## src/rtl/uda_pkg.sv

```systemverilog
`default_nettype none
package uda_pkg;
  // ****************************************************************
  // Command codes
  // ****************************************************************
  localparam logic [7:0] CMD_EP_WR_BASE = 8'h20;
  localparam logic [7:0] CMD_EP_RD_BASE = 8'h30;
  localparam logic [7:0] CMD_ADDR_WR    = 8'hB6;
  localparam logic [7:0] CMD_ADDR_RD    = 8'hB7;
  localparam logic [7:0] CMD_MODE_WR    = 8'hB8;
  localparam logic [7:0] CMD_MODE_RD    = 8'hB9;
  localparam logic [7:0] CMD_NONE       = 8'h00;

  // ****************************************************************
  // Register layout and reset values
  // ****************************************************************
  localparam int unsigned NUM_EP          = 16;
  localparam int unsigned EP_IDX_W        = 4;
  localparam int unsigned EP_FIFO_EN_BIT  = 7;
  localparam int unsigned EP_DIR_BIT      = 6;
  localparam int unsigned EP_DBL_BIT      = 5;
  localparam int unsigned EP_ISO_BIT      = 4;
  localparam int unsigned EP_SIZE_LSB     = 0;
  localparam int unsigned EP_SIZE_W       = 4;
  localparam int unsigned ADDR_EN_BIT     = 7;
  localparam int unsigned ADDR_W          = 7;
  localparam int unsigned MODE_DBG_BIT    = 2;
  localparam logic [7:0]  EP_CFG_RST      = 8'h00;
  localparam logic [7:0]  ADDR_RST        = 8'h00;
  localparam logic [7:0]  MODE_RST        = 8'h00;
  localparam logic [7:0]  MODE_BUSRST_CLR = 8'h70;
  localparam logic [6:0]  ACTIVE_ADDR_RST = 7'h00;
endpackage
`default_nettype wire

```

## src/rtl/uda_addr_if.sv

```systemverilog
`timescale 1ns/1ps
`default_nettype none
interface uda_addr_if;
  logic       addr_written;
  logic [7:0] addr_reg;
  logic       bus_reset;
  logic       status_ack;
  logic       token_valid;
  logic [6:0] token_addr;
  logic [6:0] active_addr;
  logic       active_en;
  logic       accept;

  modport cfg  (output addr_written, addr_reg, bus_reset, status_ack, token_valid, token_addr,
                input  active_addr, active_en, accept);
  modport unit (input  addr_written, addr_reg, bus_reset, status_ack, token_valid, token_addr,
                output active_addr, active_en, accept);
endinterface
`default_nettype wire

```

## src/rtl/uda_addr_unit.sv

```systemverilog
`timescale 1ns/1ps
`default_nettype none
module uda_addr_unit
  import uda_pkg::*;
(
  input  wire logic ref_clk, // System clock.
  input  wire logic rst_n,   // Asynchronous reset, active low.
  uda_addr_if.unit  bus      // Address register side.
);
  logic [6:0] active_addr;
  logic       active_en;
  logic       pending;
  logic       accept;
  logic [6:0] next_active_addr;
  logic       next_active_en;
  logic       next_pending;
  logic       next_accept;

  always_comb begin
    next_active_addr = active_addr;
    next_active_en   = active_en;
    next_pending     = pending;
    if (bus.status_ack && pending) begin
      next_active_addr = bus.addr_reg[ADDR_W-1:0];
      next_active_en   = bus.addr_reg[ADDR_EN_BIT];
      next_pending     = 1'b0;
    end
    if (bus.bus_reset) begin
      next_active_addr = ACTIVE_ADDR_RST;
      next_active_en   = 1'b1;
      next_pending     = 1'b0;
    end
    if (bus.addr_written) begin
      next_pending = 1'b1;
    end
    next_accept = bus.token_valid && active_en && (bus.token_addr == active_addr);
  end

  always_ff @(posedge ref_clk or negedge rst_n) begin
    if (!rst_n) begin
      active_addr <= ACTIVE_ADDR_RST;
      active_en   <= 1'b0;
      pending     <= 1'b0;
      accept      <= 1'b0;
    end else begin
      active_addr <= next_active_addr;
      active_en   <= next_active_en;
      pending     <= next_pending;
      accept      <= next_accept;
    end
  end

  assign bus.active_addr = active_addr;
  assign bus.active_en   = active_en;
  assign bus.accept      = accept;
endmodule // uda_addr_unit
`default_nettype wire

```

## src/rtl/uda_config_top.sv

```systemverilog
`timescale 1ns/1ps
`default_nettype none
// Operation
// - Endpoint direction bit also gives DMA direction, 0 read, 1 write.
// - Bit 5 set gives the endpoint two alternating FIFO buffers.
// - Bit 4 high marks isochronous endpoint, low marks bulk or interrupt.
// - Bits 3 to 0 choose the FIFO size of the endpoint.
// - Bus reset sets working address to zero and enables the device.
// - Bus reset leaves the processor-visible address register untouched.
// - Old address stays in use until host acknowledges the status packet.
// - Address register written with code B6, read with B7, one word.
// - Address register bit 7 enables the device function.
// - Address register bits 6 to 0 hold the seven-bit USB address.
// - Mode register written with code B8, read with B9, one word.
// - Upper byte of a word written to the mode register is ignored.
// - Debug mode raises an interrupt on every error and every NAK.
// - Bus reset disables all endpoints; an endpoint written in the same cycle takes the written value.
// - Normal mode interrupts on bulk ACK and isochronous transfer end.
module uda_config_top
  import uda_pkg::*;
(
  input  wire logic                                ref_clk,              // 200 MHz clock.
  input  wire logic                                rst_n,                // Async reset, low.
  input  wire logic                                cmd_strobe,           // Command phase pulse.
  input  wire logic [7:0]                          cmd_code,             // Command code.
  input  wire logic                                wr_strobe,            // Data write pulse.
  input  wire logic [15:0]                         wr_data,              // Data write word.
  input  wire logic                                rd_strobe,            // Data read pulse.
  output logic      [15:0]                         rd_data,              // Read word.
  output logic                                     rd_valid,             // Read data pulse.
  input  wire logic                                usb_bus_reset,        // Bus reset pulse.
  input  wire logic                                status_ack,           // Status stage ACK.
  input  wire logic                                token_valid,          // Token seen.
  input  wire logic [6:0]                          token_addr,           // Token address.
  output logic                                     token_accept,         // Token for us.
  output logic      [6:0]                          active_address,       // Working address.
  output logic                                     active_enable,        // Working enable.
  input  wire logic                                ev_valid,             // Endpoint event.
  input  wire logic [uda_pkg::EP_IDX_W-1:0]        ev_ep,                // Event endpoint.
  input  wire logic                                ev_ack,               // ACK event.
  input  wire logic                                ev_nak,               // NAK event.
  input  wire logic                                ev_err,               // Error event.
  input  wire logic                                ev_done,              // Transfer done.
  output logic                                     ep_int,               // Interrupt pulse.
  output logic      [uda_pkg::EP_IDX_W-1:0]        ep_int_ep,            // Interrupt endpoint.
  output logic      [uda_pkg::NUM_EP-1:0]          fifo_enable,          // FIFO enables.
  output logic      [uda_pkg::NUM_EP-1:0]          endpoint_direction,   // 1 IN / DMA write.
  output logic      [uda_pkg::NUM_EP-1:0]          double_buffer_enable, // Two buffers.
  output logic      [uda_pkg::NUM_EP-1:0]          isochronous_select,   // Isochronous type.
  output logic      [uda_pkg::NUM_EP*4-1:0]        fifo_size_code,       // Size codes.
  output logic                                     debug_interrupt_mode, // Debug mode.
  output logic      [7:0]                          mode_value            // Mode register.
);
  import uda_pkg::*;

  // ****************************************************************
  // Command decode
  // ****************************************************************
  function automatic logic ep_hit(input logic [7:0] code, input logic [7:0] base);
    ep_hit = (code[7:4] == base[7:4]);
  endfunction

  uda_addr_if addr_bus ();

  logic [7:0]          cur_cmd;
  logic [7:0]          ep_cfg [NUM_EP];
  logic [7:0]          usb_device_address;
  logic [7:0]          controller_mode_register;
  logic [15:0]         rd_word;
  logic                rd_flag;
  logic                int_flag;
  logic [EP_IDX_W-1:0] int_ep;
  logic [7:0]          next_cur_cmd;
  logic [7:0]          next_ep_cfg [NUM_EP];
  logic [7:0]          next_address;
  logic [7:0]          next_mode;
  logic [15:0]         next_rd_word;
  logic                next_rd_flag;
  logic                next_int_flag;
  logic [EP_IDX_W-1:0] next_int_ep;
  logic                addr_write;
  logic                ev_iso;

  // ****************************************************************
  // Register file
  // ****************************************************************
  always_comb begin
    next_cur_cmd = cmd_strobe ? cmd_code : cur_cmd;
    next_address = usb_device_address;
    next_mode    = controller_mode_register;
    addr_write   = 1'b0;
    for (int i = 0; i < NUM_EP; i++) begin
      next_ep_cfg[i] = ep_cfg[i];
      if (usb_bus_reset) begin
        next_ep_cfg[i][EP_FIFO_EN_BIT] = 1'b0;
      end
    end
    if (usb_bus_reset) begin
      next_mode = controller_mode_register & ~MODE_BUSRST_CLR;
    end
    if (wr_strobe) begin
      if (ep_hit(cur_cmd, CMD_EP_WR_BASE)) begin
        next_ep_cfg[cur_cmd[EP_IDX_W-1:0]] = wr_data[7:0];
      end else if (cur_cmd == CMD_ADDR_WR) begin
        next_address = wr_data[7:0];
        addr_write   = 1'b1;
      end else if (cur_cmd == CMD_MODE_WR) begin
        next_mode = wr_data[7:0];
      end
    end
    next_rd_flag = rd_strobe;
    next_rd_word = rd_word;
    if (rd_strobe) begin
      next_rd_word = 16'h0000;
      if (ep_hit(cur_cmd, CMD_EP_RD_BASE)) begin
        next_rd_word = {8'h00, ep_cfg[cur_cmd[EP_IDX_W-1:0]]};
      end else if (cur_cmd == CMD_ADDR_RD) begin
        next_rd_word = {8'h00, usb_device_address};
      end else if (cur_cmd == CMD_MODE_RD) begin
        next_rd_word = {8'h00, controller_mode_register};
      end
    end
  end

  always_ff @(posedge ref_clk or negedge rst_n) begin
    if (!rst_n) begin
      cur_cmd                  <= CMD_NONE;
      usb_device_address       <= ADDR_RST;
      controller_mode_register <= MODE_RST;
      rd_word                  <= 16'h0000;
      rd_flag                  <= 1'b0;
      for (int i = 0; i < NUM_EP; i++) begin
        ep_cfg[i] <= EP_CFG_RST;
      end
    end else begin
      cur_cmd                  <= next_cur_cmd;
      usb_device_address       <= next_address;
      controller_mode_register <= next_mode;
      rd_word                  <= next_rd_word;
      rd_flag                  <= next_rd_flag;
      for (int i = 0; i < NUM_EP; i++) begin
        ep_cfg[i] <= next_ep_cfg[i];
      end
    end
  end

  // ****************************************************************
  // Endpoint interrupt events
  // ****************************************************************
  always_comb begin
    ev_iso        = ep_cfg[ev_ep][EP_ISO_BIT];
    next_int_ep   = ev_valid ? ev_ep : int_ep;
    next_int_flag = 1'b0;
    if (ev_valid) begin
      if (controller_mode_register[MODE_DBG_BIT]) begin
        next_int_flag = ev_nak || ev_err;
      end else begin
        next_int_flag = ev_iso ? ev_done : ev_ack;
      end
    end
  end

  always_ff @(posedge ref_clk or negedge rst_n) begin
    if (!rst_n) begin
      int_flag <= 1'b0;
      int_ep   <= '0;
    end else begin
      int_flag <= next_int_flag;
      int_ep   <= next_int_ep;
    end
  end

  // ****************************************************************
  // Address unit
  // ****************************************************************
  assign addr_bus.addr_written = addr_write;
  // The stored value feeds the unit, so a write in an ack cycle waits for its own ack.
  assign addr_bus.addr_reg     = usb_device_address;
  assign addr_bus.bus_reset    = usb_bus_reset;
  assign addr_bus.status_ack   = status_ack;
  assign addr_bus.token_valid  = token_valid;
  assign addr_bus.token_addr   = token_addr;

  uda_addr_unit u_addr (
    .ref_clk (ref_clk),
    .rst_n   (rst_n),
    .bus     (addr_bus.unit)
  );

  // ****************************************************************
  // Outputs
  // ****************************************************************
  assign rd_data              = rd_word;
  assign rd_valid             = rd_flag;
  assign token_accept         = addr_bus.accept;
  assign active_address       = addr_bus.active_addr;
  assign active_enable        = addr_bus.active_en;
  assign ep_int               = int_flag;
  assign ep_int_ep            = int_ep;
  assign debug_interrupt_mode = controller_mode_register[MODE_DBG_BIT];
  assign mode_value           = controller_mode_register;
  always_comb begin
    for (int i = 0; i < NUM_EP; i++) begin
      fifo_enable[i]            = ep_cfg[i][EP_FIFO_EN_BIT];
      endpoint_direction[i]     = ep_cfg[i][EP_DIR_BIT];
      double_buffer_enable[i]   = ep_cfg[i][EP_DBL_BIT];
      isochronous_select[i]     = ep_cfg[i][EP_ISO_BIT];
      fifo_size_code[i*4 +: 4]  = ep_cfg[i][EP_SIZE_LSB +: EP_SIZE_W];
    end
  end
endmodule // uda_config_top
`default_nettype wire

```

## config.mk

```make
export PLATFORM = sky130hd
export DESIGN_NAME = uda_config_top
export DESIGN_NICKNAME = d
export VERILOG_FILES = /design/src/rtl/uda_pkg.sv /design/src/rtl/uda_addr_if.sv /design/src/rtl/uda_addr_unit.sv /design/src/rtl/uda_config_top.sv
export SDC_FILE = /design/constraint.sdc
export NUM_CORES = 1
export LEC_CHECK = 0
export BUFFER_PORTS_ARGS = -buffer_cell sky130_fd_sc_hd__buf_4
export CAP_MARGIN = 20
export CORE_MARGIN = 2
export CORE_UTILIZATION = 40
export CTS_CLUSTER_DIAMETER = 150
export DETAILED_ROUTE_END_ITERATION = 10
export HOLD_SLACK_MARGIN = 0.02
export PLACE_DENSITY = 0.7
export SLEW_MARGIN = 20
export SYNTH_ARGS = -nofsm -noshare
export SYNTH_HDL_FRONTEND = slang
export SYNTH_SLANG_ARGS = --single-unit
```

## constraint.sdc

```tcl
create_clock -name ref_clk -period 2.4 [get_ports ref_clk]
set_clock_uncertainty 0.2 [all_clocks]
set_input_delay 0.36 -clock ref_clk [delete_from_list [all_inputs] [get_ports ref_clk]]
set_output_delay 0.36 -clock ref_clk [all_outputs]
set_load 0.05 [all_outputs]
```

Yosys cells after proc, flatten, opt, wreduce, memory -nomap -nowiden

Index checks and enable logic that the tools add are counted.

Bits in registers: 184
Output and inout port bits: 168
Logic and storage cells: 113

Magnitude comparators: 3
Eq/ne operators: 7
Mux-type cells: 48
Bitwise operators: 3
Reductions and logical operators: 9

Operators with widths:

| operator                                                    | number |
|---|---|
| 2-to-1 mux 128 bit                                          | 2 |
| bitwise mux 128 bit                                         | 1 |
| 2-to-1 mux 8 bit                                            | 10 |
| binary-select mux 8 bit (select 4 bit)                      | 2 |
| demux 8 bit (select 4 bit)                                  | 1 |
| == test 8 bit (second input constant)                       | 4 |
| 2-to-1 mux 1 bit                                            | 27 |
| 2-to-1 mux 7 bit                                            | 3 |
| >= comparator 5 bit (second input constant)                 | 2 |
| 2-to-1 mux 5 bit                                            | 2 |
| inverter 4 -> 5 bit                                         | 2 |
| == test 4 x 2 -> 1 bit (second input constant)              | 2 |
| == test 7 bit                                               | 1 |
| less-than comparator 5 x 1 -> 1 bit (second input constant) | 1 |
| logical AND 1 bit                                           | 4 |
| AND reduction 3 bit                                         | 1 |
| nonzero test 3 bit                                          | 1 |
| AND reduction 2 bit                                         | 1 |
| nonzero test 2 bit                                          | 1 |
| logical OR 1 bit                                            | 1 |
| inverter 1 bit                                              | 1 |

Depth between registers and ports, before layout

Word-level depth: 8
Gate-level depth with buffers: 7
Mapped depth without buffers: 4

Cells and area by module

From an unflattened synthesis, not the netlist that was laid out.

Cells, all modules: 574
Area, all modules: 8,326.7 um^2

Modules (own cells, without submodules):

| module         | times used | cells an instance | area each (um^2) | seq. area each (um^2) |
|---|---|---|---|---|
| uda_config_top | 1          | 525               | 7,838.8          | 4,154.0 |
| uda_addr_unit  | 1          | 49                | 488.0            | 250.2 |

Worst setup path before layout

OpenSTA, ideal clock, no wires.

Kind: register -> register
Start: register cur_cmd[4]
End: register with a tool-made name
Data arrival time: 1.946 ns
Path slack: 0.129 ns
Stages on the path, launching flop included: 5
Cell sequence: dfrtp_1 -> or4b_1 -> buf_6 -> nor4_4 -> mux2_2

RTL lines:

| what                     | line                  | text |
|---|---|---|
| start: declaration       | uda_config_top.sv:65  | `logic [7:0] cur_cmd;` |
| start signal: assignment | uda_config_top.sv:136 | `cur_cmd <= next_cur_cmd;` |

==> results.txt <==
- TritonCTS built the clock tree.
* Setup repair after global routing missed its margin: false
- Top routing layer in use: met4
- Counting cells, the worst reg-to-reg path comes to 5.
- The H-tree generated during clock tree synthesis spans 4 levels.
- Category of the worst setup path capture point: flop
- The flow ran to the end, and the final reports show no timing, DRC or antenna violations.
- After clock tree synthesis, the clock-pin slew on the worst setup and hold paths is around 0.070 ns.
* Finished Core Util: around 55%
- The startpoint identified for the worst hold timing path is ev_ep[0].
- In this run the power density over the cells is 713 nW/µm².
- Die Y: 148 µm
- Number of primary I/O pins: 216
- DR WL met2: about 11 mm
- Number of antenna violations at the first check in global routing: 0
- Antenna cell count: 0
- The total overflow left after global routing is 0.
- In this run, synthesis produced a sequential element count of around 180.
- Detailed-route DRC error count: 0
* Max-slew headroom: 54.2%
- Fill cell instance count of the final layout: about 1700
* Post-DRT Antenna Nets: 0
- Synthesis produced around 580 cells.
* Maximum number of pins on one net before global-route repair: 56
- Standard cell area after detailed placement: between 10000 and 15000 µm²
* Fraction of power consumed by sequential logic: roughly 43%
* Type of the setup path with the least slack: flop to flop
- Relative contribution of the clock network to total power: between 30% and 40%
- GR Util All Layers: ~22%
* Reported leakage power: approximately 0.0054 µW
- In this run the power spent charging and discharging nets is about 2700 µW.
* Layout cell share with drive strength beyond 1: a little under three fifths
* Launching element type of the critical path: flop
* Data arrival time of the critical path: 2.45 ns
- Count of cell types in the netlist: 42
* Cell Int Power: ~5200 µW
* Synth async-reset ratio: 100%
- Final total power: about 8000 µW
* Final setup violation count: 0
- Skew-Pair Late Insertion Delay: between 0.4 and 0.5 ns
* Final slew viol count: 0
* Final Hold Violating Endpoints: 0
- In the final routing, the length of wire on met1 measures around 10 mm.
- After detailed routing, the met3 layer carries around 2.0 mm of wire.
* Most frequent cells in the layout: buf_4 (227), dfrtp_1 (174), mux2_2 (149)
- Main flop type after synthesis: dfrtp_1
- Dividing the detail-routed via count by the number of cells gives 5.29.
- The Yosys step of the flow raised 0 warnings.
* Register cell area after layout: around 4400 µm²
- The pre-antenna-repair detailed-routing pass consisted of 4 iterations.
- The tool flagged a number of max-cap violations equal to 0.
- Highest clock frequency the design can meet: approximately 430 MHz
- The final layout contains routed wiring with a total length of approximately 24 mm.
* Maximum vdd drop: between 0.5 and 0.6 mV
* Horizontal die dimension: between 100 and 150 µm
- Combinational fraction of design power: between 20% and 30%
- Dividing the final minimum period by the clock period gives 97.5%.
- Crit-path max FO: 10
* Critical R2R Launch: cur_cmd[4]
* Worst setup startpoint: cur_cmd[4]
* Most common cell after layout, fill and taps aside: buf_4
- The floorplan has 52 rows.
- Buffers added to address setup during post-CTS repair amount to 0.
- At the pin with the least slew margin, the transition time is a little under 0.7 ns.
* Num CTS Buffers: 17
- Across all register-to-register paths, the minimum setup slack is slightly above 0.06 ns.
- Number of synthesized flops with an enable pin: 0
- Seq/Total Area, Yosys: roughly 53%
* Max clock buf depth: 2
* Number of global-route vias before repair: between 6000 and 7000
* Worst Hold Depth: 2
* Area occupied by multi-input gates: ~3700 µm²
* Cell at the root of the clock tree: clkbuf_16
* Iteration-0 DRC Markers: approximately 330
- Proportion of total power due to net switching: between 30% and 40%
- Standard cell core area: approximately 20000 µm²
- Detailed placement ended at an HPWL of 17.3 mm.
- The min-delay analysis places its worst path in the category input port to flop.
* TritonCTS Sinks: roughly 180
- The cell area that synthesis handed to floorplanning was 8320 µm².
* Initial Util: around two fifths
- Area grow syn2layout: 33.8%
- At the end of routability-driven placement, the weighted congestion stood at around 0.81.
- The worst path needs 2.34 ns of the cycle, external delays included.
- Port buffer count: between 150 and 200
* Die footprint: 22000 µm²
- Setup tns final: 0 ns
- Wire length of the first global-routing pass: between 30 and 40 mm
- Final #Nets: between 800 and 900
- Final standard cell area without fillers: 11100 µm²
- Worst path required time: ~2.5 ns
- The routed layout has between 5000 and 6000 vias.
- After synthesis, the mean cell area works out to ~14 µm².
- In the final routed layout, each cell accounts on average for roughly 22 µm.
through the flow:
stage	worst slack (ns)	instances	hold slack (ns)
after global placement	0.0153	1057	0.168
after CTS	0.0585	1104	0.0296
after detailed placement	-0.0395	1057	0.163
after global routing	0.0110	1104	0.0436
final	0.0610	1104	0.0315
after floorplan	0.129	589	-0.136
layer usage:
layer  up-vias  global-route usage (%)
li1       2637                       -
met1      2978                    30.2
met2       202                    35.7
met3        21                    6.66
met4         0                    5.24
met5         -                       0
power groups by stage:
stage               clock (µW)  sequential [µW]  combinational [µW]
finish                    2570             3410                1960
global route              2740             3440                2040
CTS                       2620             3410                1970
detailed placement           0             3460                1940
global placement             0             3460                1930
floorplan                    0             4100                 593
worst min-delay path by stage:
| stage | end | slack, ns |
|---|---|---|
| 2_1_floorplan | async pin | -0.14 |
| 3_3_place_gp | async pin | 0.17 |
| 3_5_place_dp | async pin | 0.16 |
| 4_1_cts | ep_int_ep[0] | 0.03 |
| 5_1_grt | ep_int_ep[0] | 0.04 |
| 6_report | ep_int_ep[0] | 0.03 |
cell families (layout without fill, tap and decap cells):
| logic type | after synthesis | in the layout | share of synthesized area [%] |
|---|---|---|---|
| muxes | 188 | 188 | 30.3 |
| DFF | 176 | 176 | 52.9 |
| and+or+nand+nor | 99 | 99 | 8.36 |
| AOI/OAI and AO/OA | 59 | 59 | 4.66 |
| buffers and inverters | 52 | 297 | 3.01 |
| xor gates and xnor gates | 7 | 7 | 0.737 |
| other | 1 | 8 | 0.0451 |
worst max-delay path: stages, from the launching register on:
cell	delay, ns
dfrtp_1	0.38
or4b_1	0.55
buf_4	0.24
nor4_4	0.33
buf_12	0.18
mux2_2	0.34
synth_stat cells, drive strengths merged, types with 5 or more instances:
master	count	share of area, %
dfrtp	176	53
mux2	149	20
mux4	36	9.7
nand2	28	1.3
buf	22	1.7
clkbuf	20	0.90
a22oi	16	1.4
nor2b	16	1.2
a21oi	15	0.90
nand3	12	0.84
nand2b	11	0.83
inv	10	0.45
a211o	9	0.95
nor4	8	1.9
o21ai	8	0.48
o22ai	8	0.60
nand4	5	0.53
xnor2	5	0.53
cell type report:
cell class / count / area share [%]
inverters: 10 / 0.337
flip-flops and latches: 176 / 39.6
well taps: 270 / 3.03
clock buffers: 18 / 3.85
repair buffers: 255 / 18.9
clock inverters: 14 / 0.966
multi-input cells: 361 / 33.3
repair_timing:
| action | 4_1_cts | 5_1_grt |
|---|---|---|
| hold buffers | 15 | 0 |
| setup endpoints to repair | 8 | 1 |
| hold endpoints to repair | 64 | 0 |
| resized for setup | 2 | 1 |
No activity file was read; power rests on OpenSTA's default activity.
